`config.mk`:
```
export PLATFORM = sky130hd
export DESIGN_NAME = mcu_and_dma_address_decoder
export DESIGN_NICKNAME = d
export VERILOG_FILES = /design/src/include/addr_decode_pkg.sv /design/src/rtl/mcu_and_dma_address_decoder.sv
export SDC_FILE = /design/constraint.sdc
export NUM_CORES = 1
export LEC_CHECK = 0
export BUFFER_PORTS_ARGS = -buffer_cell sky130_fd_sc_hd__buf_2
export CORE_UTILIZATION = 49
export DETAILED_ROUTE_END_ITERATION = 8
export GPL_TIMING_DRIVEN = 1
export PLACE_DENSITY_LB_ADDON = 0.15
export SETUP_SLACK_MARGIN = 0.05
export SLEW_MARGIN = 0
export SYNTH_ARGS = -nofsm -noshare
export SYNTH_HDL_FRONTEND = slang
export SYNTH_SLANG_ARGS = --single-unit
```
`constraint.sdc`:
```
create_clock -name i_sys_clk -period 2.48 [get_ports i_sys_clk]
set_input_delay 0.496 -clock i_sys_clk [delete_from_list [all_inputs] [get_ports i_sys_clk]]
set_output_delay 0.496 -clock i_sys_clk [all_outputs]
set_load 0.03 [all_outputs]
```
`src/include/addr_decode_pkg.sv`:
```
// Package holding the address map constants and carrier types for the decoder
//
// Functional notes
// - Data addresses 0xC000-0xFFFF go to one of 64 16k flash pages chosen by the upper page select, default page 0x04000-0x07FFF.
// - Data addresses 0x8000-0xBFFF go to a 16k flash page chosen by the mid page select, default starting at 0x04000.
// - Inside 0x7000-0x7FFF the serial engine, ISA, buffer manager, power, configuration and runtime register groups are decoded.
// - A data access at exactly 0x6000 goes to the internal packet buffer manager data register.
// - Data addresses 0x5000-0x5FFF are forwarded to the ISA bus as memory cycles.
// - Data addresses 0x4000-0x40FF are forwarded to the ISA bus as I/O cycles.
// - Data addresses 0x0000-0x00FF are core registers and never reach an external bus.
// - Internal block register accesses still put the address on the flash bus but keep both flash strobes inactive.
// - The packet buffer is seen by the ISA DMA controller as 32 independent 1k blocks in its 64K map.
// - An allocated packet appears to the ISA DMA controller as one contiguous block over its scattered pages.
// - ISA DMA controller addresses 0x8000-0xFFFF select one 1K packet window per block.
// - ISA DMA controller addresses 0x0000-0x7FFF pass to external ISA RAM as a 32K window.
package addr_decode_pkg;

	localparam logic [15:0] FLASH_UPPER_SEL_ADDR = 16'h7f29;
	localparam logic [15:0] FLASH_MID_SEL_ADDR   = 16'h7f28;
	localparam logic [15:0] ISA_IO_BASE_ADDR     = 16'h7f71;
	localparam logic [15:0] ISA_MEM_BASE_ADDR    = 16'h7f72;
	localparam logic [15:0] PBUF_DATA_ADDR       = 16'h6000;

	localparam logic [5:0]  FLASH_UPPER_RESET    = 6'h01;
	localparam logic [5:0]  FLASH_MID_RESET      = 6'h01;
	localparam logic [7:0]  ISA_IO_BASE_RESET    = 8'h00;
	localparam logic [7:0]  ISA_MEM_BASE_RESET   = 8'h00;

	localparam logic [1:0]  QTR_UPPER            = 2'h3;
	localparam logic [1:0]  QTR_MID              = 2'h2;
	localparam logic [3:0]  NIB_INTERNAL         = 4'h7;
	localparam logic [3:0]  NIB_PBUF             = 4'h6;
	localparam logic [3:0]  NIB_ISA_MEM          = 4'h5;
	localparam logic [3:0]  NIB_ISA_IO           = 4'h4;
	localparam logic [3:0]  NIB_CORE             = 4'h0;
	localparam logic [3:0]  PAGE_ZERO_NIB        = 4'h0;

	localparam int          BLK_COUNT            = 6;
	localparam logic [7:0]  BLK_LO [BLK_COUNT]   = '{8'h80, 8'h70, 8'h50, 8'h20, 8'h10, 8'h00};
	localparam logic [7:0]  BLK_HI [BLK_COUNT]   = '{8'h9f, 8'h7f, 8'h6f, 8'h2f, 8'h1f, 8'h0f};
	localparam logic [7:0]  BLK_PAGE             = 8'h7f;
	localparam logic [3:0]  INT_PAD              = 4'h0;
	localparam logic [7:0]  RDATA_IDLE           = 8'h00;

	typedef struct packed {
		logic [19:0]          flash_addr;
		logic                 flash_rd_n;
		logic                 flash_wr_n;
		logic [19:0]          isa_addr;
		logic                 isa_mem_rd;
		logic                 isa_mem_wr;
		logic                 isa_io_rd;
		logic                 isa_io_wr;
		logic                 pbuf_rd;
		logic                 pbuf_wr;
		logic [BLK_COUNT-1:0] blk_sel;
		logic                 blk_rd;
		logic                 blk_wr;
		logic [7:0]           wdata;
	} mcu_out_type;

	typedef struct packed {
		logic                 pbuf_sel;
		logic [4:0]           packet_number;
		logic [2:0]           page_index;
		logic [6:0]           page_offset;
		logic                 ram_sel;
		logic [14:0]          ram_addr;
	} dma_out_type;

endpackage

```
`src/rtl/mcu_and_dma_address_decoder.sv`:
```
// Data space and DMA address decoder with flash page and ISA window registers
`timescale 1ns/1ps
`default_nettype none

module mcu_and_dma_address_decoder (
	input  wire logic                         i_sys_clk,
	input  wire logic                         i_nrst,
	input  wire logic [15:0]                  i_mcu_addr,
	input  wire logic                         i_mcu_rd,
	input  wire logic                         i_mcu_wr,
	input  wire logic [7:0]                   i_mcu_wdata,
	input  wire logic [7:0]                   i_flash_rdata,
	input  wire logic [7:0]                   i_isa_rdata,
	input  wire logic [7:0]                   i_blk_rdata,
	input  wire logic [15:0]                  i_dma_addr,
	input  wire logic                         i_dma_valid,
	output var  addr_decode_pkg::mcu_out_type o_mcu_out,
	output logic [7:0]                        o_mcu_rdata,
	output var  addr_decode_pkg::dma_out_type o_dma_out,
	output logic                              o_dma_valid
);

	// ************************************************************
	// Page and window registers
	// ************************************************************
	logic [5:0] flash_upper_page_select_r, flash_upper_page_select_nxt;
	logic [5:0] flash_mid_page_select_r,   flash_mid_page_select_nxt;
	logic [7:0] isa_io_window_base_r,      isa_io_window_base_nxt;
	logic [7:0] isa_memory_window_base_r,  isa_memory_window_base_nxt;

	always_comb begin
		flash_upper_page_select_nxt = flash_upper_page_select_r;
		flash_mid_page_select_nxt   = flash_mid_page_select_r;
		isa_io_window_base_nxt      = isa_io_window_base_r;
		isa_memory_window_base_nxt  = isa_memory_window_base_r;
		if (i_mcu_wr) begin
			unique case (i_mcu_addr)
				addr_decode_pkg::FLASH_UPPER_SEL_ADDR: flash_upper_page_select_nxt = i_mcu_wdata[5:0];
				addr_decode_pkg::FLASH_MID_SEL_ADDR:   flash_mid_page_select_nxt   = i_mcu_wdata[5:0];
				addr_decode_pkg::ISA_IO_BASE_ADDR:     isa_io_window_base_nxt      = i_mcu_wdata;
				addr_decode_pkg::ISA_MEM_BASE_ADDR:    isa_memory_window_base_nxt  = i_mcu_wdata;
				default: ;
			endcase
		end
	end

	always_ff @(posedge i_sys_clk) begin
		if (!i_nrst) begin
			flash_upper_page_select_r <= addr_decode_pkg::FLASH_UPPER_RESET;
			flash_mid_page_select_r   <= addr_decode_pkg::FLASH_MID_RESET;
			isa_io_window_base_r      <= addr_decode_pkg::ISA_IO_BASE_RESET;
			isa_memory_window_base_r  <= addr_decode_pkg::ISA_MEM_BASE_RESET;
		end else begin
			flash_upper_page_select_r <= flash_upper_page_select_nxt;
			flash_mid_page_select_r   <= flash_mid_page_select_nxt;
			isa_io_window_base_r      <= isa_io_window_base_nxt;
			isa_memory_window_base_r  <= isa_memory_window_base_nxt;
		end
	end

	// ************************************************************
	// Microcontroller data space decode
	// ************************************************************
	localparam int                BLK_SEL_W = addr_decode_pkg::BLK_COUNT;
	addr_decode_pkg::mcu_out_type mcu_out_r, mcu_out_nxt;
	logic [7:0]                   rdata_r, rdata_nxt;
	logic [BLK_SEL_W-1:0]         blk_hit;
	logic                         ext_flash;
	logic                         internal;

	generate
		for (genvar g = 0; g < BLK_SEL_W; g++) begin : g_blk
			assign blk_hit[g] = (i_mcu_addr[15:8] == addr_decode_pkg::BLK_PAGE)
				&& (i_mcu_addr[7:0] >= addr_decode_pkg::BLK_LO[g])
				&& (i_mcu_addr[7:0] <= addr_decode_pkg::BLK_HI[g]);
		end
	endgenerate

	always_comb begin
		mcu_out_nxt            = '0;
		mcu_out_nxt.flash_rd_n = 1'b1;
		mcu_out_nxt.flash_wr_n = 1'b1;
		mcu_out_nxt.wdata      = i_mcu_wdata;
		mcu_out_nxt.flash_addr = mcu_out_r.flash_addr;
		ext_flash              = 1'b0;
		internal               = 1'b0;
		rdata_nxt              = addr_decode_pkg::RDATA_IDLE;
		if (i_mcu_addr[15:14] == addr_decode_pkg::QTR_UPPER) begin
			mcu_out_nxt.flash_addr = {flash_upper_page_select_r, i_mcu_addr[13:0]};
			ext_flash              = 1'b1;
		end else if (i_mcu_addr[15:14] == addr_decode_pkg::QTR_MID) begin
			mcu_out_nxt.flash_addr = {flash_mid_page_select_r, i_mcu_addr[13:0]};
			ext_flash              = 1'b1;
		end else if (i_mcu_addr[15:12] == addr_decode_pkg::NIB_INTERNAL) begin
			internal            = 1'b1;
			mcu_out_nxt.blk_sel = blk_hit;
		end else if (i_mcu_addr == addr_decode_pkg::PBUF_DATA_ADDR) begin
			internal            = 1'b1;
			mcu_out_nxt.pbuf_rd = i_mcu_rd;
			mcu_out_nxt.pbuf_wr = i_mcu_wr;
		end else if (i_mcu_addr[15:12] == addr_decode_pkg::NIB_ISA_MEM) begin
			mcu_out_nxt.isa_addr   = {isa_memory_window_base_r, i_mcu_addr[11:0]};
			mcu_out_nxt.isa_mem_rd = i_mcu_rd;
			mcu_out_nxt.isa_mem_wr = i_mcu_wr;
			rdata_nxt              = i_isa_rdata;
		end else if (i_mcu_addr[15:12] == addr_decode_pkg::NIB_ISA_IO
			&& i_mcu_addr[11:8] == addr_decode_pkg::PAGE_ZERO_NIB) begin
			mcu_out_nxt.isa_addr  = {addr_decode_pkg::INT_PAD, isa_io_window_base_r, i_mcu_addr[7:0]};
			mcu_out_nxt.isa_io_rd = i_mcu_rd;
			mcu_out_nxt.isa_io_wr = i_mcu_wr;
			rdata_nxt             = i_isa_rdata;
		end
		// Core range and unused ranges fall through with every strobe idle
		if (ext_flash) begin
			mcu_out_nxt.flash_rd_n = ~i_mcu_rd;
			mcu_out_nxt.flash_wr_n = ~i_mcu_wr;
			rdata_nxt              = i_flash_rdata;
		end
		if (internal) begin
			mcu_out_nxt.flash_addr = {addr_decode_pkg::INT_PAD, i_mcu_addr};
			mcu_out_nxt.blk_rd     = i_mcu_rd;
			mcu_out_nxt.blk_wr     = i_mcu_wr;
			rdata_nxt              = i_blk_rdata;
			unique case (i_mcu_addr)
				addr_decode_pkg::FLASH_UPPER_SEL_ADDR: rdata_nxt = {2'b00, flash_upper_page_select_r};
				addr_decode_pkg::FLASH_MID_SEL_ADDR:   rdata_nxt = {2'b00, flash_mid_page_select_r};
				addr_decode_pkg::ISA_IO_BASE_ADDR:     rdata_nxt = isa_io_window_base_r;
				addr_decode_pkg::ISA_MEM_BASE_ADDR:    rdata_nxt = isa_memory_window_base_r;
				default: ;
			endcase
		end
	end

	always_ff @(posedge i_sys_clk) begin
		if (!i_nrst) begin
			mcu_out_r            <= '0;
			mcu_out_r.flash_rd_n <= 1'b1;
			mcu_out_r.flash_wr_n <= 1'b1;
			rdata_r              <= addr_decode_pkg::RDATA_IDLE;
		end else begin
			mcu_out_r <= mcu_out_nxt;
			rdata_r   <= rdata_nxt;
		end
	end

	assign o_mcu_out   = mcu_out_r;
	assign o_mcu_rdata = rdata_r;

	// ************************************************************
	// ISA DMA controller address split
	// ************************************************************
	addr_decode_pkg::dma_out_type dma_out_r, dma_out_nxt;
	logic                         dma_valid_r, dma_valid_nxt;

	always_comb begin
		dma_out_nxt               = '0;
		dma_valid_nxt             = i_dma_valid;
		dma_out_nxt.pbuf_sel      = i_dma_addr[15];
		dma_out_nxt.ram_sel       = ~i_dma_addr[15];
		if (i_dma_addr[15]) begin
			dma_out_nxt.packet_number = i_dma_addr[14:10];
			dma_out_nxt.page_index    = i_dma_addr[9:7];
			dma_out_nxt.page_offset   = i_dma_addr[6:0];
		end else begin
			dma_out_nxt.ram_addr      = i_dma_addr[14:0];
		end
	end

	always_ff @(posedge i_sys_clk) begin
		if (!i_nrst) begin
			dma_out_r   <= '0;
			dma_valid_r <= 1'b0;
		end else begin
			dma_out_r   <= dma_out_nxt;
			dma_valid_r <= dma_valid_nxt;
		end
	end

	assign o_dma_out   = dma_out_r;
	assign o_dma_valid = dma_valid_r;
endmodule // mcu_and_dma_address_decoder

`default_nettype wire

```
After elaboration in Yosys (flattened, before gate mapping)
Cells that the tools add are included.
- register bits: 133
- output and inout port bits: 105
- input bits: 69
- word-level logic and storage cells: 108
- order comparisons: 12
- reduce and logical (&&, ||, !) cells: 30
- eq/ne operators: 11
- bitwise gates (word level): 8
- muxes and demuxes: 20
- operators with widths (operator ; count):
    $eq A16 B15 Y1 const B ; 5
    $mux W8 ; 8
    $mux W20 ; 3
    $mux W16 ; 2
    $pmux W8 S4 ; 1
    $ge A8 B7 Y1 const B ; 2
    $le A8 B7 Y1 const B ; 2
    $reduce_and A2 Y1 ; 7
    $logic_and A1 B1 Y1 ; 13
    $eq A4 B3 Y1 const B ; 3
    $reduce_or A5 Y1 ; 2
    $eq A8 B7 Y1 const B ; 1
    $ge A8 B1 Y1 const B ; 1
    $ge A8 B5 Y1 const B ; 1
    $ge A8 B6 Y1 const B ; 1
    $ge A8 B8 Y1 const B ; 1
    $le A8 B4 Y1 const B ; 1
    $le A8 B5 Y1 const B ; 1
    $le A8 B6 Y1 const B ; 1
    $le A8 B8 Y1 const B ; 1
    $not A1 Y1 ; 8
    $reduce_or A7 Y1 ; 1
    $mux W1 ; 6
    $reduce_or A6 Y1 ; 1
    other kinds (6) ; 8

Depth between registers and ports, before layout
Gate-level depths: netlist of the first run.
- depth in word-level cells: 10
- depth in mapped cells: 8
- depth with buffers taken out: 5

Worst setup path after synthesis of the first run
No wires, ideal clock.
- path kind: in2reg
- start point: in i_mcu_addr[14]
- end point: reg rdata_r[3] (netlist: o_mcu_rdata[3])
- stages on the path: 7
- data required time: 2.348 ns
- path slack: 0.405 ns
- path buffers: 2
- data arrival time: 1.943 ns
- setup time: 0.132 ns
- path through: buf_4 -> nand4b_2 -> or2_2 -> buf_6 -> or3_4 -> o21ai_0 -> a221oi_2
- word-level cells in the longest chain between the ends: 10
- elaborated cells between the ends (all ways): 26
- those cells by class: eq/ne: 10; mux: 15; reduce/logical: 1
- ends and longest elaborated chain (what ; line ; source):
    start, declared ; mcu_and_dma_address_decoder.sv:8 ; input wire logic [15:0] i_mcu_addr,
    $eq A4 B3 Y1 ; mcu_and_dma_address_decoder.sv:106 ; end else if (i_mcu_addr[15:12] == addr_decode_pkg::NIB_ISA_IO
    $logic_and A1 B1 Y1 ; mcu_and_dma_address_decoder.sv:107 ; && i_mcu_addr[11:8] == addr_decode_pkg::PAGE_ZERO_NIB) begin
    $mux W8 ; mcu_and_dma_address_decoder.sv:106 ;
    $mux W8 ; mcu_and_dma_address_decoder.sv:101 ; end else if (i_mcu_addr[15:12] == addr_decode_pkg::NIB_ISA_MEM) begin
    $mux W8 ; mcu_and_dma_address_decoder.sv:97 ; end else if (i_mcu_addr == addr_decode_pkg::PBUF_DATA_ADDR) begin
    $mux W8 ; mcu_and_dma_address_decoder.sv:94 ; end else if (i_mcu_addr[15:12] == addr_decode_pkg::NIB_INTERNAL) begin
    $mux W8 ; mcu_and_dma_address_decoder.sv:91 ; end else if (i_mcu_addr[15:14] == addr_decode_pkg::QTR_MID) begin
    $mux W8 ; mcu_and_dma_address_decoder.sv:88 ; if (i_mcu_addr[15:14] == addr_decode_pkg::QTR_UPPER) begin
    $mux W8 ; mcu_and_dma_address_decoder.sv:114 ; if (ext_flash) begin
    $mux W8 * ; mcu_and_dma_address_decoder.sv:119 ; if (internal) begin
    end signal, assigned ; mcu_and_dma_address_decoder.sv:139 ; rdata_r <= addr_decode_pkg::RDATA_IDLE;
    end signal, assigned ; mcu_and_dma_address_decoder.sv:142 ; rdata_r <= rdata_nxt;
    end, declared ; mcu_and_dma_address_decoder.sv:66 ; logic [7:0] rdata_r, rdata_nxt;
Every way passes the cells marked *; elsewhere a longest branch is shown, timed or not.
A chain may end at the register's enable or synchronous reset.

Worst setup path in the final report of the first run
- start point: in i_mcu_addr[0]
- end point: reg rdata_r[1] (netlist: o_mcu_rdata[1])
- word-level cells in the longest chain between the ends: 7
- elaborated cells between the ends (all ways): 16
- those cells by class: eq/ne: 5; mux: 11
- ends and longest elaborated chain (what ; line):
    $eq A16 B15 Y1 ; mcu_and_dma_address_decoder.sv:97
    $mux W8 ; mcu_and_dma_address_decoder.sv:97
    $mux W8 ; mcu_and_dma_address_decoder.sv:94
    $mux W8 ; mcu_and_dma_address_decoder.sv:91
    $mux W8 ; mcu_and_dma_address_decoder.sv:88
    $mux W8 ; mcu_and_dma_address_decoder.sv:114
    $mux W8 * ; mcu_and_dma_address_decoder.sv:119
Marks and branches as above.

==> results of run 1 <==
==> power by group through the flow <==
stage / Combinational (mW) / Sequential, mW / Clock [mW]
floorplan: 0.152 / 2.38 / 0
global route: 0.472 / 2.22 / 2.76
global placement: 0.434 / 2.26 / 0
finish: 0.440 / 2.21 / 2.62
detailed placement: 0.439 / 2.26 / 0
CTS: 0.440 / 2.21 / 2.66
==> layout make-up <==
class	instances	share of cell area [%]
Timing Repair Buffer	189	15.2
Clock buffer	19	6.66
Inverter	6	0.347
Clock inverter	13	2.97
Tap cell	133	2.57
Sequential cell	133	41.0
Multi-Input combinational cell	298	31.2
==> per-stage QoR <==
step	utilization [%]	cell area, um2	setup slack [ns]	hold slack [ns]
3_3_place_gp	60.2	5860	0.0769	0.471
4_1_cts	66.7	6490	0.574	0.168
6_report	66.7	6490	0.520	0.184
3_5_place_dp	60.2	5860	0.0344	0.464
5_1_grt	66.7	6490	0.367	0.165
2_1_floorplan	-	4880	0.405	0.441
==> logic make-up after synthesis <==
group | Yosys count
XOR/XNOR | 2
flip-flops | 133
multiplexers | 40
buffers and inverters | 37
AND/OR/NAND/NOR | 192
AO/OA/AOI/OAI | 64
==> synthesized netlist by cell type (2+ instances only) <==
library cell,count,area [um2]
dfxtp_1,133,2660
and2_1,45,282
nor2_1,43,161
mux2i_1,39,390
nand2_1,19,71.3
and3_1,18,113
clkbuf_1,16,60.1
a21oi_1,15,75.1
nand3_1,15,75.1
nor4_1,9,56.3
a22o_1,8,70.1
nor3_1,8,40.0
o21ai_0,8,40.0
a32oi_1,6,52.6
buf_2,6,30.0
inv_1,6,22.5
o21ai_1,6,30.0
nor3b_1,5,37.5
a211oi_1,4,30.0
buf_4,4,30.0
buf_6,4,45.0
a221oi_2,3,45.0
a22oi_1,3,22.5
nor2b_1,3,18.8
and4b_1,2,20.0
nand4b_2,2,30.0
nand4bb_1,2,22.5
nor4_2,2,25.0
nor4_4,2,42.5
o2bb2ai_1,2,17.5
o31ai_1,2,15.0
or2_2,2,12.5
or4_1,2,15.0
==> path summary, 6_finish.rpt <==
kind                                     from  slack [ns]                 endpoint
setup / recovery                i_mcu_addr[0]        0.52           o_mcu_rdata[1]
hold / removal                    i_dma_valid        0.18              o_dma_valid
setup reg to reg  isa_memory_window_base_r[3]        1.46           o_mcu_rdata[3]
hold reg to reg       isa_io_window_base_r[6]        0.47  isa_io_window_base_r[6]
==> state kept, by name, summed over array words and instances, names as in the netlist <==
signal and count:
o_mcu_rdata 8, o_mcu_out 64, isa_io_window_base_r 8, isa_memory_window_base_r 8, flash_mid_page_select_r 6, o_dma_out 32
flash_upper_page_select_r 6, o_dma_valid 1
==> placed cells by master, fill, tap and decap left out, types with 3 or more instances in the layout <==
cell       netlist  routed
a211oi_1         4       4
a21oi_1         15      15
a221oi_2         3       3
a22o_1           8       8
a22oi_1          3       3
a32oi_1          6       6
and2_1          45      45
and3_1          18      18
buf_2            6     173
buf_4            4      16
bufinv_16        0       4
clkbuf_16        0      16
dfxtp_1        133     133
inv_1            6       6
inv_6            0       5
mux2i_1         39      39
nand2_1         19      19
nand3_1         15      15
nor2_1          43      43
nor2b_1          3       3
nor3_1           8       8
nor3b_1          5       5
nor4_1           9       9
o21ai_0          8       8
o21ai_1          6       6
==> per-layer routing <==
metal | up-vias | GRT usage, %
met5 | - | 0
met4 | 0 | 11.1
met3 | 28 | 7.05
met2 | 198 | 41.1
met1 | 1949 | 32.3
li1 | 2007 | -
==> worst reg2reg max path, delay by kind of cell, from the launching register on <==
family	cells	cell delay (ns)
flops	1	0.35
simple gates	1	0.16
compound gates	2	0.38
==> flow_metrics.py, run 1 <==
metrics = {
    "detailed_routing": {
        "via_per_inst": 5.29,
        "top_layer": "met4",
        "met1_length_um": 5680,
        "drtPass1Iterations": 5,
        "vias": 4182,
        "wl_met3_um": 875,
        "initialDrtViolationCount": 251,
        "wl_met2_um": 6200,
        "drcViolationCount": 0,
        "antenna_left": 0,
        "drt-wirelength-per-cell_um": 16.6,
        "wl_um": 13100,
    },
    "layout": {
        "nets": 714,
        "area.sequential_mm2": 0.00266,
        "finalNonFillerCells": 791,
        "n_fill_cell": 827,
        "antenna_cells": 0,
        "drive_gt1_share_pct": 36.6,
        "multi_input_area_mm2": 0.00202,
        "syn_to_final_growth_pct": 32.8,
    },
    "cts": {
        "clkLatencyLatePin_ns": 0.52,
        "post-cts-setup-buffer-count": 0,
        "cts_hold_buf": 0,
        "root_buffer": "clkbuf_8",
        "numCtsBuffers": 17,
        "cts_tree": "done",
        "post_cts_resized": 0,
        "cts_sinks": 133,
        "clk_pin_slew_ns": 0.06,
        "cts.path.max_buffers": 2,
        "h-tree-depth": 4,
    },
    "logic_synthesis": {
        "yosys_warnings": 0,
        "synth_compound_area_share_pct": 9.40,
        "synth_nets": 537,
        "synthXorXnorAreaFrac_pct": 0.359,
        "synth_top_family_by_area": "simple AND/OR/NAND/NOR gates",
        "synth_flop_cell": "dfxtp_1",
        "netlist_area_mm2": 0.00488,
        "synth-seq-area-share_pct": 54.5,
        "yosys.area_share.adder_pct": 0,
        "synth_simple_gate_area_share_pct": 23.5,
        "ys_types": 57,
        "synthArstFlopShare_pct": 0,
        "synthCells": 468,
        "synthMuxAreaShare_pct": 8.22,
        "synth_edf_count": 0,
        "syn_avg_cell_area_um2": 10.4,
        "ys_ff_latch": 133,
    },
    "pwr": {
        "combPwrFrac_pct": 8.3,
        "seqPwrFrac_pct": 42.0,
        "p_leak_nw": 3.19,
        "ir_worst_vdd_mv": 0.431,
        "power_frac_clock_pct": 49.7,
        "p_int_mw": 4.02,
        "powerDensity_mw_per_mm2": 813,
        "finalPower_mw": 5.27,
        "swShare_pct": 23.8,
        "switchingPower_mw": 1.26,
    },
    "floorplan": {
        "die_area_mm2": 0.0104,
        "ios": 174,
        "initial_core_util_pct": 50.2,
        "fp-row-count": 36,
        "die_x_um": 102,
        "die_h_um": 102,
        "coreArea_mm2": 0.00973,
    },
    "global_route": {
        "grt-ovfl-total": 0,
        "antenna_found_initial": 0,
        "grt_start_max_net_pins": 35,
        "grt_pass1_wl_um": 19700,
        "first_global_vias": 3791,
        "track_usage_pct": 25.6,
    },
    "worst_setup_path": {
        "crit_path_max_fanout": 11,
        "reg2regPathDepth": 3,
        "cp_top_family": "simple AND/OR/NAND/NOR gates",
        "path_buf_inv": 1,
        "cp-start-kind": "input port",
        "worstPathCellList": "buf_2 > nor4_1 > a31oi_1 > nor2_1 > o21ai_1 > a221oi_2",
        "cp-end-kind": "register",
        "worstSetupPathType": "in2reg",
        "cp_data_arrival_time_ns": 2.39,
        "cpPeakStageDelay_ns": 0.55,
        "cp.depth": 6,
        "slowest_stage": "nor2_1",
        "cp.required_ns": 2.91,
    },
    "placed_design": {
        "port-buffer-count": 173,
        "place_congestion": 0.861,
        "dp.cells": 759,
        "hpwlAfterDp_um": 9530,
    },
    "timing": {
        "rsz0062_at_grt": "false",
        "hold_violations": 0,
        "drv_slew": 0,
        "max_freq_ghz": 0.510,
        "period_share_pct": 79.0,
        "period_minus_slack_ns": 1.96,
        "worstMarginPinSlew_ns": 0.809,
        "finalSetupViolations": 0,
        "relSlewSlack_pct": 45.8,
        "finalSetupTns_ns": 0,
        "fin_worst_skew_ns": 0.00743,
    },
    "run_status": {
        "status": "complete, no violations",
    },
    "job": {
        "drv_cap": 0,
    },
    "min_path": {
        "whs_path_depth": 2,
        "hold_class": "in2reg",
    },
}
(Power assumes the default switching activity.)
==> run 2, diff against run 1 <==
Clock period 2.48 ns to 2 ns, I/O delays scaled along.
==> flow_metrics.py, run 2 (synthesis gave the netlist of run 1 again) <==
metrics = {
    "worst_setup_path": {
        "worstPathCellList": "buf_2 > nand4bb_1 > buf_4 > nor4_1 > buf_4 > nand4b_2 > mux2i_1 > nand2_1",
        "cp_common_cell": "buf_4",
        "cp-startpoint": "i_mcu_addr[6]",
        "rr_endpoint": "o_mcu_rdata[3]",
        "cpPeakStageDelay_ns": 0.31,
        "worstSetupPathType": "in2reg",
        "cp_data_arrival_time_ns": 2.00,
        "cp.depth": 8,
        "reg2regPathDepth": 3,
        "cp_top_family": "simple AND/OR/NAND/NOR gates",
        "path_buf_inv": 3,
        "slowest_stage": "nand4b_2",
        "reg2reg_slack_ns": 0.97,
        "crit_path_max_fanout": 6,
        "crit_end": "flash_mid_page_select_r[0]",
        "cp.required_ns": 2.40,
        "cp-start-kind": "input port",
        "r2r-start": "isa_memory_window_base_r[3]",
        "cp-end-kind": "register",
    },
    "floorplan": {
        "die_area_mm2": 0.0104,
        "coreArea_mm2": 0.00973,
        "ios": 174,
        "initial_core_util_pct": 50.2,
        "die_h_um": 102,
        "fp-row-count": 36,
        "die_x_um": 102,
    },
    "detailed_routing": {
        "top_layer": "met4",
        "vias": 4372,
        "drtPass1Iterations": 4,
        "met1_length_um": 5620,
        "wl_met3_um": 891,
        "initialDrtViolationCount": 176,
        "drt-wirelength-per-cell_um": 16.3,
        "wl_met2_um": 6770,
        "wl_um": 13600,
        "via_per_inst": 5.26,
        "antenna_left": 0,
        "drcViolationCount": 0,
    },
    "layout": {
        "final_core_util_pct": 70.3,
        "nets": 755,
        "largest_register_ffs": 64,
        "drive_gt1_share_pct": 40.3,
        "n_fill_cell": 810,
        "finalNonFillerCells": 831,
        "final_common_cell": "buf_2",
        "most-common-layout-cells": "buf_2 (173), dfxtp_1 (133), buf_4 (53)",
        "antenna_cells": 0,
        "syn_to_final_growth_pct": 40.0,
    },
    "pwr": {
        "power_frac_clock_pct": 48.5,
        "swShare_pct": 23.5,
        "p_leak_nw": 3.41,
        "ir_worst_vdd_mv": 0.674,
        "switchingPower_mw": 1.53,
        "powerDensity_mw_per_mm2": 950,
        "combPwrFrac_pct": 9.2,
        "finalPower_mw": 6.49,
        "p_int_mw": 4.97,
        "seqPwrFrac_pct": 42.3,
    },
    "placed_design": {
        "place_congestion": 0.919,
        "hpwlAfterDp_um": 9770,
        "dp.cells": 800,
        "port-buffer-count": 173,
        "post-place-ws_ns": -0.0702,
    },
    "timing": {
        "hold_violations": 0,
        "relSlewSlack_pct": 48.1,
        "fin_worst_skew_ns": 0.00489,
        "drv_slew": 0,
        "worst_slack_ns": 0.399,
        "finalSetupViolations": 0,
        "max_freq_ghz": 0.625,
        "period_minus_slack_ns": 1.60,
        "worstMarginPinSlew_ns": 0.776,
        "rsz0062_at_grt": "false",
        "period_share_pct": 80.1,
    },
    "min_path": {
        "hold_class": "in2reg",
    },
    "cts": {
        "cts_sinks": 133,
        "numCtsBuffers": 17,
        "clkLatencyLatePin_ns": 0.51,
        "clk_pin_slew_ns": 0.06,
        "post-cts-setup-buffer-count": 0,
        "cts_hold_buf": 0,
        "root_buffer": "clkbuf_8",
        "cts_tree": "done",
        "post_cts_resized": 0,
        "cts.path.max_buffers": 2,
        "h-tree-depth": 4,
    },
    "global_route": {
        "track_usage_pct": 26.4,
        "first_global_vias": 4036,
        "grt_start_max_net_pins": 33,
        "grt-ovfl-total": 0,
        "grt_pass1_wl_um": 20600,
        "antenna_found_initial": 0,
    },
    "run_status": {
        "status": "complete, no violations",
    },
    "job": {
        "drv_cap": 0,
    },
}
-- run 2: worst register-to-register path: cells and delay by family (launching register included) --
family / cells / cell delay [ns]
compound gates: 2 / 0.41
simple gates: 1 / 0.16
flops: 1 / 0.33
-- run 2: layout make-up --
| class | instances | area [um2] | area share [%] |
|---|---|---|---|
| clock inverters | 12 | 179 | 2.62 |
| clock buffers | 19 | 422 | 6.17 |
| flip-flops and latches | 133 | 2660 | 39.0 |
| well taps | 133 | 166 | 2.43 |
| inverters | 6 | 22.5 | 0.329 |
| repair buffers | 230 | 1340 | 19.7 |
| multi-input cells | 298 | 2040 | 29.8 |
-- run 2: worst min-delay path by stage --
stage	start	slack, ns	end	depth (start not counted)
CTS	i_dma_valid	0.08	o_dma_valid	2
floorplan	isa_io_window_base_r[1]	0.44	isa_io_window_base_r[1]	2
finish	i_dma_valid	0.1	o_dma_valid	2
detailed placement	isa_io_window_base_r[6]	0.47	isa_io_window_base_r[6]	2
global placement	isa_io_window_base_r[6]	0.46	isa_io_window_base_r[6]	2
global route	i_dma_valid	0.09	o_dma_valid	2
-- run 2: power by group through the flow --
stage	sequential, mW	clock (mW)	combinational (mW)
after floorplan	2.95	0	0.192
after global placement	2.80	0	0.589
after detailed placement	2.80	0	0.597
after CTS	2.75	3.19	0.600
after global routing	2.75	3.31	0.641
final	2.75	3.15	0.598
-- run 2: stage by stage --
step	TNS, ns	hold slack [ns]	cell area, um2
2_1_floorplan	0	0.441	4910
3_3_place_gp	-0.396	0.462	6230
3_5_place_dp	-1.43	0.470	6230
4_1_cts	0	0.0816	6840
5_1_grt	0	0.0853	6840
6_report	0	0.0957	6840
-- run 2: per-layer routing --
metal,vias up,track usage [%]
met2,197,45.4
met3,24,5.68
li1,2086,-
met4,0,12.0
met1,2065,31.8
met5,-,0
==> run 3, diff against run 2 <==
Settings changed: CORE_UTILIZATION 49 to 44.
Clock period 2 ns to 1.35 ns, I/O delays scaled along.
==> flow_metrics.py, run 3 (synthesis gave the netlist of run 1 again) <==
metrics = {
    "run_status": {
        "status": "complete, no violations",
    },
    "worst_setup_path": {
        "cp_data_arrival_time_ns": 1.77,
        "worstSetupPathType": "in2reg",
        "cp.required_ns": 1.78,
        "cp-start-kind": "input port",
        "reg2regPathDepth": 3,
        "cp-end-kind": "register",
        "crit_path_max_fanout": 6,
    },
    "layout": {
        "multi_input_area_mm2": 0.00228,
        "antenna_cells": 0,
        "area.sequential_mm2": 0.00275,
        "syn_to_final_growth_pct": 68.7,
        "n_fill_cell": 698,
        "final_common_cell": "buf_6",
        "drive_gt1_share_pct": 54.2,
        "nets": 802,
        "finalNonFillerCells": 885,
        "most-common-layout-cells": "buf_6 (96), buf_4 (87), dfxtp_2 (70)",
        "largest_register_ffs": 64,
        "final_core_util_pct": 76.0,
    },
    "global_route": {
        "grt_start_max_net_pins": 34,
        "first_global_vias": 4647,
        "grt-ovfl-total": 0,
        "grt_pass1_wl_um": 23500,
        "track_usage_pct": 27.4,
        "antenna_found_initial": 0,
    },
    "floorplan": {
        "ios": 174,
        "initial_core_util_pct": 45.0,
        "die_x_um": 107,
        "die_area_mm2": 0.0115,
        "die_h_um": 107,
        "fp-row-count": 38,
        "coreArea_mm2": 0.0108,
    },
    "detailed_routing": {
        "drt-wirelength-per-cell_um": 17.8,
        "via_per_inst": 5.18,
        "antenna_left": 0,
        "vias": 4580,
        "initialDrtViolationCount": 237,
        "drtPass1Iterations": 4,
        "drcViolationCount": 0,
        "wl_um": 15800,
    },
    "cts": {
        "clk_pin_slew_ns": 0.06,
        "clkLatencyLatePin_ns": 0.54,
        "root_buffer": "clkbuf_8",
        "h-tree-depth": 4,
        "cts.path.max_buffers": 2,
        "numCtsBuffers": 17,
        "cts_tree": "done",
        "cts_sinks": 133,
    },
    "timing": {
        "rsz0062_at_grt": "true",
        "period_share_pct": 99.4,
        "drv_slew": 0,
        "period_minus_slack_ns": 1.34,
        "finalSetupTns_ns": 0,
        "relSlewSlack_pct": 44.2,
        "fin_worst_skew_ns": 0.00652,
        "worstMarginPinSlew_ns": 0.834,
        "finalSetupViolations": 0,
        "hold_violations": 0,
        "max_freq_ghz": 0.745,
    },
    "min_path": {
        "hold_class": "in2reg",
        "whs_path_depth": 3,
    },
    "placed_design": {
        "dp.cells": 821,
        "port-buffer-count": 173,
        "hpwlAfterDp_um": 10600,
        "place_congestion": 0.918,
    },
    "pwr": {
        "ir_worst_vdd_mv": 0.907,
        "powerDensity_mw_per_mm2": 1190,
        "p_leak_nw": 3.80,
    },
    "job": {
        "drv_cap": 0,
    },
}
## run 3: layout make-up
type	count	share of cell area (%)
Clock inverter	13	1.82
Timing Repair Buffer	277	29.6
Sequential cell	133	33.4
Multi-Input combinational cell	298	27.6
Tap cell	140	2.13
Clock buffer	18	5.19
Inverter	6	0.273
## run 3: power by group
part / leakage (nW) / internal, mW / switching [mW] / total (mW)
sequential: 1.11 / 4.05 / 0.0607 / 4.11
clock: 0.278 / 2.69 / 1.80 / 4.49
combinational: 2.41 / 0.563 / 0.632 / 1.19
## run 3: worst max-delay path: stages
cell	delay (ns)
buf_4	0.14
buf_4	0.15
or4_4	0.54
a21oi_4	0.24
buf_12	0.15
a41oi_2	0.11
a21boi_2	0.16
## run 3: per-stage QoR
stage,worst slack (ns),cell area (um2),total power [mW],hold slack (ns)
global route,-0.0216,8240,10.1,0.0160
CTS,0.0245,7830,9.72,0.000856
finish,0.00792,8240,9.80,0.0210
floorplan,-0.466,4980,4.67,0.356
global placement,-0.634,6390,5.06,0.457
detailed placement,-0.742,6390,5.08,0.472
## run 3: what timing repair did
item,CTS,global route
resized for setup,203,115
cloned,1,2
buffers inserted,2,6
hold buffers,23,0
endpoints found under the setup margin,145,125
endpoints found under the hold margin,44,0
pin swaps,5,12
## run 3: routing by layer
layer	vias up	GRT usage, %	share of wire (%)	wire length (um)
met5	-	0	0	0
met4	0	14.3	3.3	526
met3	38	6.96	6.2	982
met2	168	46.6	50	7850
met1	2188	31.6	41	6420
li1	2186	-	-	-
## run 3: path summary, 6_finish.rpt
path	start	to	slack [ns]
setup reg to reg	isa_memory_window_base_r[3]	o_mcu_rdata[3]	0.33
hold / removal	i_isa_rdata[7]	o_mcu_rdata[7]	0.02
setup / recovery	i_mcu_addr[1]	o_mcu_rdata[0]	0.008
hold reg to reg	isa_io_window_base_r[6]	isa_io_window_base_r[6]	0.48
